[config.mk]
export PLATFORM = sky130hd
export DESIGN_NAME = pwm_event_irq_deadtime
export DESIGN_NICKNAME = d
export VERILOG_FILES = /design/src/verilog/deadtime_pair.v /design/src/verilog/pwm_event_irq_deadtime.v
export VERILOG_INCLUDE_DIRS = /design/src /design/src/include
export SDC_FILE = /design/constraint.sdc
export NUM_CORES = 1
export LEC_CHECK = 0
export ABC_AREA = 1
export BUFFER_PORTS_ARGS = -buffer_cell sky130_fd_sc_hd__buf_2
export CAP_MARGIN = 20
export CORE_MARGIN = 3
export CORE_UTILIZATION = 40
export CTS_CLUSTER_SIZE = 8
export DETAILED_ROUTE_END_ITERATION = 10
export HOLD_SLACK_MARGIN = 0.08
export PLACE_DENSITY = 0.57
export SLEW_MARGIN = 20
export SYNTH_ARGS = -nofsm -noshare
export SYNTH_HDL_FRONTEND = slang
export SYNTH_SLANG_ARGS = --single-unit
[constraint.sdc]
create_clock -name CLOCK -period 3.3 [get_ports CLOCK]
set_input_delay 0.33 -clock CLOCK [delete_from_list [all_inputs] [get_ports CLOCK]]
set_output_delay 0.33 -clock CLOCK [all_outputs]
set_load 0.02 [all_outputs]
[src/include/pwm_evt_map.vh]
`ifndef PWM_EVT_MAP_VH
`define PWM_EVT_MAP_VH
`define OFS_EVENT_FLAGS   8'h50
`define OFS_IRQ_ENABLE    8'h54
`define OFS_IRQ_STATUS    8'h58
`define OFS_PIN_OE        8'h5c
`define OFS_DT_INTERVAL   8'h64
`define OFS_DT_CONTROL    8'h70
`define RST_WORD          32'h00000000
`define FLD_CMP_UP_LSB    24
`define FLD_PERIOD_LSB    16
`define FLD_CMP_DOWN_LSB  8
`define FLD_ZERO_LSB      0
`define FLD_DT_EN_LSB     0
`define FLD_DT_DIV_LSB    8
`endif

[src/verilog/deadtime_pair.v]
`timescale 1ns/100ps
// Complementary pair with dead-time counted in divided clock ticks
module deadtime_pair (
	input  wire       clk,
	input  wire       rst_n,
	input  wire       tick,
	input  wire       enable,
	input  wire [7:0] dt_len,
	input  wire       wave_a,
	input  wire       wave_b,
	output reg        out_a,
	output reg        out_b
);
	reg       ref_lvl;
	reg [7:0] count;

	always @(posedge clk) begin
		if (!rst_n) begin
			ref_lvl <= 1'b0;
			count   <= 8'h00;
			out_a   <= 1'b0;
			out_b   <= 1'b0;
		end else if (!enable) begin
			ref_lvl <= wave_a;
			count   <= 8'h00;
			out_a   <= wave_a;
			out_b   <= wave_b;
		end else if (wave_a != ref_lvl) begin
			// Both sides off while the dead band runs
			ref_lvl <= wave_a;
			count   <= dt_len;
			out_a   <= 1'b0;
			out_b   <= 1'b0;
		end else if (count != 8'h00) begin
			if (tick)
				count <= count - 8'h01;
		end else begin
			out_a <= ref_lvl;
			out_b <= ~ref_lvl;
		end
	end
endmodule

[src/verilog/pwm_event_irq_deadtime.v]
`timescale 1ns/100ps
`include "pwm_evt_map.vh"
//Contract
// - A compare match while counting up sets the channel's bit in [31:24] of both flag registers.
// - A period match sets the channel's bit in [23:16] of both flag registers.
// - A compare match while counting down sets the channel's bit in [15:8] of both flag registers.
// - Reaching zero while counting down sets the channel's bit in [7:0] of both flag registers.
// - Writing one to a flag bit clears it and all flags reset to zero.
// - Enable bits [31:24] allow the compare-up interrupt of each channel.
// - Enable bits [23:16] allow the period interrupt of each channel.
// - Enable bits [15:8] allow the compare-down interrupt of each channel.
// - Enable bits [7:0] allow the zero-point interrupt of each channel.
// - A channel reaches its pin only while its output gate bit is one; bits [31:8] are reserved.
// - Each pair takes its dead-time length from its own byte of the interval register.
// - Dead-time counts in units of the pair's channel clock divider period.
// - With its generator enabled a pair runs complementary with dead-time between edges.
module pwm_event_irq_deadtime (
	input  wire        CLOCK,
	input  wire        RSTN,
	input  wire        PSEL,
	input  wire        PENABLE,
	input  wire        PWRITE,
	input  wire [7:0]  PADDR,
	input  wire [31:0] PWDATA,
	output reg  [31:0] PRDATA,
	output reg         PREADY,
	output reg         PSLVERR,
	input  wire [7:0]  CMP_UP_HIT,
	input  wire [7:0]  PERIOD_HIT,
	input  wire [7:0]  CMP_DOWN_HIT,
	input  wire [7:0]  ZERO_HIT,
	input  wire [7:0]  WAVE_IN,
	output reg  [7:0]  PWM_PIN,
	output reg         IRQ
);
	reg  [31:0] event_flags;
	reg  [31:0] irq_enable;
	reg  [31:0] irq_status;
	reg  [7:0]  pin_output_gate;
	reg  [31:0] deadtime_interval;
	reg  [3:0]  deadtime_gen_enable;
	reg  [3:0]  div_sel [0:3];
	reg  [15:0] prescale;
	reg  [31:0] next_event_flags;
	reg  [31:0] next_irq_status;
	reg  [31:0] rd_word;
	wire [31:0] hits;
	wire [7:0]  dt_wave;
	wire        wr;
	wire        rd;
	integer     i;

	// One wait state: read data is loaded on the same edge that raises ready, so it stands with ready
	assign wr = PSEL & PENABLE & PWRITE & PREADY;
	assign rd = PSEL & PENABLE & ~PWRITE & ~PREADY;

	assign hits[`FLD_CMP_UP_LSB+7:`FLD_CMP_UP_LSB]     = CMP_UP_HIT;
	assign hits[`FLD_PERIOD_LSB+7:`FLD_PERIOD_LSB]     = PERIOD_HIT;
	assign hits[`FLD_CMP_DOWN_LSB+7:`FLD_CMP_DOWN_LSB] = CMP_DOWN_HIT;
	assign hits[`FLD_ZERO_LSB+7:`FLD_ZERO_LSB]         = ZERO_HIT;

	function hit_reg;
		input [7:0] addr;
		input [7:0] ofs;
		begin
			hit_reg = (addr == ofs);
		end
	endfunction

	// W1C with set priority
	function [31:0] w1c;
		input [31:0] cur;
		input [31:0] set;
		input        clr_en;
		input [31:0] clr;
		begin
			w1c = (cur & ~(clr_en ? clr : 32'h00000000)) | set;
		end
	endfunction

	always @* begin
		next_event_flags = w1c(event_flags, hits, wr & hit_reg(PADDR, `OFS_EVENT_FLAGS), PWDATA);
		next_irq_status  = w1c(irq_status, hits, wr & hit_reg(PADDR, `OFS_IRQ_STATUS), PWDATA);
	end

	always @* begin
		rd_word = 32'h00000000;
		case (PADDR)
		`OFS_EVENT_FLAGS: rd_word = event_flags;
		`OFS_IRQ_ENABLE:  rd_word = irq_enable;
		`OFS_IRQ_STATUS:  rd_word = irq_status;
		`OFS_PIN_OE:      rd_word = {24'h000000, pin_output_gate};
		`OFS_DT_INTERVAL: rd_word = deadtime_interval;
		`OFS_DT_CONTROL:  rd_word = {16'h0000, div_sel[3], div_sel[2], div_sel[1], div_sel[0]} |
			{28'h0000000, deadtime_gen_enable};
		default:          rd_word = 32'h00000000;
		endcase
	end

	always @(posedge CLOCK) begin
		if (!RSTN) begin
			event_flags         <= `RST_WORD;
			irq_status          <= `RST_WORD;
			irq_enable          <= `RST_WORD;
			pin_output_gate     <= 8'h00;
			deadtime_interval   <= `RST_WORD;
			deadtime_gen_enable <= 4'h0;
			for (i = 0; i < 4; i = i + 1)
				div_sel[i] <= 4'h0;
			PRDATA              <= 32'h00000000;
			PREADY              <= 1'b0;
			PSLVERR             <= 1'b0;
			IRQ                 <= 1'b0;
		end else begin
			PREADY      <= PSEL & PENABLE & ~PREADY;
			PSLVERR     <= 1'b0;
			event_flags <= next_event_flags;
			irq_status  <= next_irq_status;
			IRQ <= |(next_irq_status & (wr && PADDR == `OFS_IRQ_ENABLE ? PWDATA : irq_enable));
			if (rd)
				PRDATA <= rd_word;
			if (wr) begin
				case (PADDR)
				`OFS_IRQ_ENABLE:  irq_enable <= PWDATA;
				`OFS_PIN_OE:      pin_output_gate <= PWDATA[7:0];
				`OFS_DT_INTERVAL: deadtime_interval <= PWDATA;
				`OFS_DT_CONTROL: begin
					deadtime_gen_enable <= PWDATA[3:0];
					for (i = 0; i < 4; i = i + 1)
						div_sel[i] <= PWDATA[`FLD_DT_DIV_LSB + 4*i +: 4];
				end
				default: ;
				endcase
			end
		end
	end

	// Free-running prescaler; tap k gives a pulse every 2^k cycles
	always @(posedge CLOCK) begin
		if (!RSTN)
			prescale <= 16'h0000;
		else
			prescale <= prescale + 16'h0001;
	end

	genvar p;
	generate
		for (p = 0; p < 4; p = p + 1) begin : g_pair
			wire [15:0] low_mask = (16'h0001 << div_sel[p]) - 16'h0001;
			wire        tick     = ((prescale & low_mask) == 16'h0000);
			deadtime_pair u_pair (
				.clk    (CLOCK),
				.rst_n  (RSTN),
				.tick   (tick),
				.enable (deadtime_gen_enable[p]),
				.dt_len (deadtime_interval[8*p +: 8]),
				.wave_a (WAVE_IN[2*p]),
				.wave_b (WAVE_IN[2*p+1]),
				.out_a  (dt_wave[2*p]),
				.out_b  (dt_wave[2*p+1])
			);
		end
	endgenerate

	// Gate sits after the dead band so a disabled pin stays low
	always @(posedge CLOCK) begin
		if (!RSTN)
			PWM_PIN <= 8'h00;
		else
			PWM_PIN <= dt_wave & pin_output_gate;
	end
endmodule

### After elaboration in Yosys (flattened, before gate mapping)

Memory sizes are Yosys's and may differ from the RTL's.
Index checks and enable logic that the tools add are counted.

| word-level totals | value |
|---|---|
| latch bits | 0 |
| word-level logic and storage cells | 177 |
| register bits after elaboration | 242 |
| memories kept | 1 |
| memory bits (writable) | 16 |
| ROM bits | 0 |
| output and inout port bits | 43 |

| operators by class | value |
|---|---|
| add/subtract/negate cells | 9 |
| multipliers | 0 |
| mux-type cells | 57 |
| div/mod/pow operators | 0 |
| order comparisons | 0 |
| shift-type cells | 4 |
| reduce and logical (&&, ||, !) cells | 30 |
| bitwise gates (word level) | 31 |
| equality and inequality tests | 18 |

Memory list:

| name | depth | bits a word | read ports | clocked after memory_dff | write ports | line | text |
|---|---|---|---|---|---|---|---|
| div_sel | 4 | 4 | 4 | 0 | 4 | pwm_event_irq_deadtime.v:42 | `reg [3:0] div_sel [0:3];` |

Operators by type and width:

| cell | number |
|---|---|
| one-hot mux 32 bit (6 select lines) | 1 |
| AND 32 bit | 3 |
| two-way mux 32 bit | 3 |
| two-way mux 8 bit | 12 |
| AND 16 bit | 4 |
| logical NOT 16 bit | 4 |
| inverter 32 bit | 2 |
| bitwise OR 32 bit | 2 |
| << shifter 1 x 4 -> 16 bit, first input constant | 4 |
| subtractor 16 x 1 -> 16 bit, second input constant | 4 |
| equality test 8 x 7 -> 1 bit, second input constant | 6 |
| two-way mux 1 bit | 37 |
| nonzero test 8 bit | 4 |
| OR reduction 32 bit | 1 |
| subtractor 8 x 1 -> 8 bit, second input constant | 4 |
| AND reduction 2 bit | 12 |
| adder 16 x 1 -> 16 bit, second input constant | 1 |
| two-way mux 4 bit | 4 |
| bitwise OR 16 x 4 -> 16 bit | 1 |
| nonzero test 2 bit | 8 |
| != test 3 x 2 -> 1 bit, second input constant | 4 |
| AND 1 bit | 8 |
| AND 8 bit | 1 |
| != test 2 x 1 -> 1 bit, second input constant | 4 |
| 4 further kinds | 15 |

### Logic depth before layout (Yosys ltp)

| depth | value |
|---|---|
| depth in word-level cells | 10 |
| depth in mapped cells | 17 |
| depth with buffers taken out | 16 |

### By module

From an unflattened synthesis, not the netlist that was laid out.

| second synthesis, totals | value |
|---|---|
| cells, all modules | 1,956 |
| area total of the unflattened synthesis | 13,215.2 um2 |

By module, submodules not included:

| module | area an instance (um2) | cells each | times used |
|---|---|---|---|
| pwm_event_irq_deadtime | 10,082.2 | 1,448 | 1 |
| deadtime_pair | 783.3 | 127 | 4 |

### Worst setup path after synthesis

Ideal clock, no wire load.

| timing | value |
|---|---|
| kind | input port to flip-flop |
| start point | input port PADDR[1] |
| end point | memory div_sel[0][0] (enable) |
| arrival time | 1.992 ns |
| path slack | 0.911 ns |
| library setup time | 0.397 ns |
| required time | 2.903 ns |
| path buffers | 1 |
| stages | 6 |
| cells stage by stage | nor2_2 nand2_1 nor2_2 nand2_1 clkbuf_1 o21ai_1 |

RTL lines:

| element | line | text |
|---|---|---|
| from (decl) | pwm_event_irq_deadtime.v:23 | `input wire [7:0] PADDR,` |
| to (decl) | pwm_event_irq_deadtime.v:42 |  |

==> impl_metrics.env <==
export IMPL_status="finished clean"
export IMPL_cp_start_kind="flop"
export IMPL_cell_internal_pwr_w=0.00554
export IMPL_track_usage_pct=23.8
export IMPL_drt_initial_drc_count=1008
export IMPL_cp_max_fo=10
export IMPL_switching_share_pct=24.9
export IMPL_grt_first_pass_wirelength_microns=67400
export IMPL_grt_max_degree=61
export IMPL_min_path_type="primary input to flop"
export IMPL_ys_seq_area_share_pct=40.5
export IMPL_ys_flop_type="dfxtp_1"
export IMPL_place_gp_congestion=0.903
export IMPL_crit_type="flop to flop"
export IMPL_finish_utilization_pct=48.0
export IMPL_setup_violations_final=0
export IMPL_power_frac_seq_pct=44.4
export IMPL_power_density_nw_per_um2=482
export IMPL_rsz0062_at_grt="no"
export IMPL_synth_top_family_by_area="simple AND/OR/NAND/NOR gates"
export IMPL_die_w_microns=187
export IMPL_synth_compound_area_share_pct=19.5
export IMPL_multi_input_area_sq_um=6650
export IMPL_path_clk_slew_ns=0.05
export IMPL_cts_max_level=2
export IMPL_fillers=3322
export IMPL_synth_simple_area_share_pct=28.5
export IMPL_first_global_vias=12400
export IMPL_hold_slack_ns=0.0962
export IMPL_crit_arrival_ns=2.98
export IMPL_ys_types=45
export IMPL_clock_sinks=257
export IMPL_antenna_found_initial=2
export IMPL_synth_seq_cells=257
export IMPL_grt_overflow=0
export IMPL_post_route_min_period_ns=2.57
export IMPL_fmax_mhz=389
export IMPL_clock_path_buffers=3
export IMPL_worstMarginPinSlew_ns=0.750
export IMPL_synth_xor_area_share_pct=0.468
export IMPL_drv_slew=0
export IMPL_yosysMostFrequentCell="nand2_1"
export IMPL_muxShareOfSynthArea_pct=0
export IMPL_clockRootBuffer="clkbuf_16"
export IMPL_drive_gt1_share_pct=11.7
export IMPL_cts_buffers=38
export IMPL_total_power_w=0.00737
export IMPL_cts_tree="built"
export IMPL_ys_warn_count=0
export IMPL_die_h_microns=187
export IMPL_syn_to_final_growth_pct=16.9
export IMPL_synth_area_sq_um=13100
export IMPL_seq_area_sq_um=5310
export IMPL_vias=13400
export IMPL_coreArea_sq_um=31900
export IMPL_yosys_top_cells_area="dfxtp_1 37%, nand2_1 16%, a21oi_1 8.2%, o21ai_0 6.8%, inv_1 5.9%"
export IMPL_insertion_delay_ns=0.52
export IMPL_cp_end_kind="flop"
export IMPL_cts_resized=0
export IMPL_reg2reg_from="div_sel[2][1]"
export IMPL_async_reset_ff_share_pct=0
export IMPL_hpwl_microns=30500
export IMPL_skew_ns=0.0184
export IMPL_port_buffers=126
export IMPL_period_share_pct=77.9
export IMPL_worstHoldStart="CMP_UP_HIT[1]"
export IMPL_yosysTopAreaCell="dfxtp_1"
export IMPL_fp_row_count=65
export IMPL_ios=128
export IMPL_max_slew_margin_pct=49.9
export IMPL_synthTopCellsByCount="551 x nand2_1, 241 x dfxtp_1, 215 x a21oi_1"
export IMPL_p_leak_nw=6.65
export IMPL_wl_per_cell_microns=17.1
export IMPL_via_per_inst=5.29
export IMPL_syn_avg_cell_area_sq_um=6.69
export IMPL_drv_cap=0
export IMPL_synth_top_area_share_pct=36.8
export IMPL_placed_area_sq_um=14200
export IMPL_p_comb_share_pct=7.6
export IMPL_initial_utilization_pct=41.1
export IMPL_synthAdderAreaFrac_pct=2.01
export IMPL_synth_nets=2063
export IMPL_fin_area_sq_um=15300
export IMPL_dieArea_sq_um=34900
export IMPL_drc_errors=0
export IMPL_clkPwrFrac_pct=48.0
export IMPL_tns_ns=0
export IMPL_hold_viol_final=0
export IMPL_synth_edf_count=16
export IMPL_syn_inst=1957
export IMPL_num_nets_final=2182
export IMPL_ant_nets=0
export IMPL_crit_path_start="div_sel[2][1]"
export IMPL_required_ns=3.71
export IMPL_wl_microns=43100
export IMPL_vdd_drop_max_v=0.000356
export IMPL_p_switching_w=0.00183
export IMPL_dr_pass1_iters=6
[stage by stage]
stage / setup slack [ns] / instances
3_5_place_dp: 0.675 / 2465
5_1_grt: 0.481 / 2522
3_3_place_gp: 0.712 / 2465
6_report: 0.731 / 2522
2_1_floorplan: 0.911 / 1957
4_1_cts: 0.772 / 2521
[power groups by stage]
| stage | sequential, W | clock, W | combinational [W] |
|---|---|---|---|
| after CTS | 0.00327 | 0.00362 | 0.000557 |
| after floorplan | 0.00332 | 0 | 0.000344 |
| after detailed placement | 0.00333 | 0 | 0.000549 |
| after global placement | 0.00333 | 0 | 0.000544 |
| final | 0.00327 | 0.00354 | 0.000562 |
| after global routing | 0.00328 | 0.00374 | 0.000633 |
[critical path, stage by stage, from the launching register on]
cell and delay [ns]:
edfxtp_1 0.55, nor2_1 0.18, inv_1 0.10, nor2_1 0.15
inv_1 0.06, ha_1 0.24, nand2_2 0.15, nor2_1 0.08
o21ai_0 0.19, nand2_1 0.08, inv_1 0.08, nand3_2 0.22
nand2_4 0.20, nand2_1 0.08, nand2_1 0.06, nor2_1 0.03
[logic make-up (layout without fill, tap and decap cells)]
family | after synthesis | in the layout
buffers and inverters | 300 | 429
and+or+nand+nor | 897 | 897
xor gates and xnor gates | 7 | 7
AOI/OAI and AO/OA | 474 | 474
other | 1 | 2
DFF | 257 | 257
adders and majority gates | 21 | 21
[flip-flops by register name, summed over array words and instances (netlist names), 8 cells and up]
register / cells
PRDATA: 32
deadtime_interval: 32
event_flags: 32
g_pair.u_pair.count: 32
irq_enable: 32
irq_status: 32
div_sel: 16
prescale: 15
PWM_PIN: 8
pin_output_gate: 8
[layout make-up]
type,count,share of cell area [%]
Inverter,219,5.39
Antenna cell,1,0.0163
Sequential cell,257,34.7
Tap cell,435,3.56
Multi-Input combinational cell,1400,43.4
Timing Repair Buffer,160,6.05
Clock buffer,48,6.65
Clock inverter,2,0.237
[layer usage]
layer | track usage [%] | up-vias | routed length, microns
met1 | 33.3 | 6157 | 19800
met3 | 3.52 | 91 | 2870
met4 | 7.65 | 2 | 1270
met5 | 0 | - | 9
met2 | 37.9 | 460 | 19200
li1 | - | 6643 | -
[placed cells by master, fill, tap and decap left out, types with 6 or more instances in the layout]
| cell | count |
|---|---|
| buf_4 | 26 |
| nor2_2 | 14 |
| o2111ai_1 | 13 |
| nor2_1 | 160 |
| nor3_1 | 15 |
| inv_2 | 10 |
| o21ai_1 | 8 |
| ha_1 | 21 |
| clkbuf_1 | 7 |
| dlygate4sd3_1 | 6 |
| nand2_4 | 6 |
| nand3_1 | 108 |
| a32o_1 | 7 |
| a31oi_1 | 14 |
| nand4_1 | 24 |
| a21oi_1 | 215 |
| nand2_1 | 550 |
| buf_2 | 126 |
| dfxtp_1 | 241 |
| nand2_2 | 6 |
| edfxtp_1 | 16 |
| inv_1 | 205 |
| o21ai_0 | 177 |
| clkbuf_16 | 38 |
| a22oi_1 | 7 |
| o22ai_1 | 16 |
[repair_timing]
action	CTS	global route
endpoints found under the hold margin	9	0
hold buffers	6	0
setup buffers	0	0
[worst paths after layout]
path / end / slack (ns) / cells after the start
worst min register to register: PWM_PIN[5] / 0.44 / 2
worst min-delay path: event_flags[25] / 0.1 / 3
worst max register to register: g_pair[2].u_pair.count[1] / 0.73 / 15
worst max-delay path: g_pair[2].u_pair.count[1] / 0.73 / 15
Note: power is estimated with default switching activity, not from simulation.
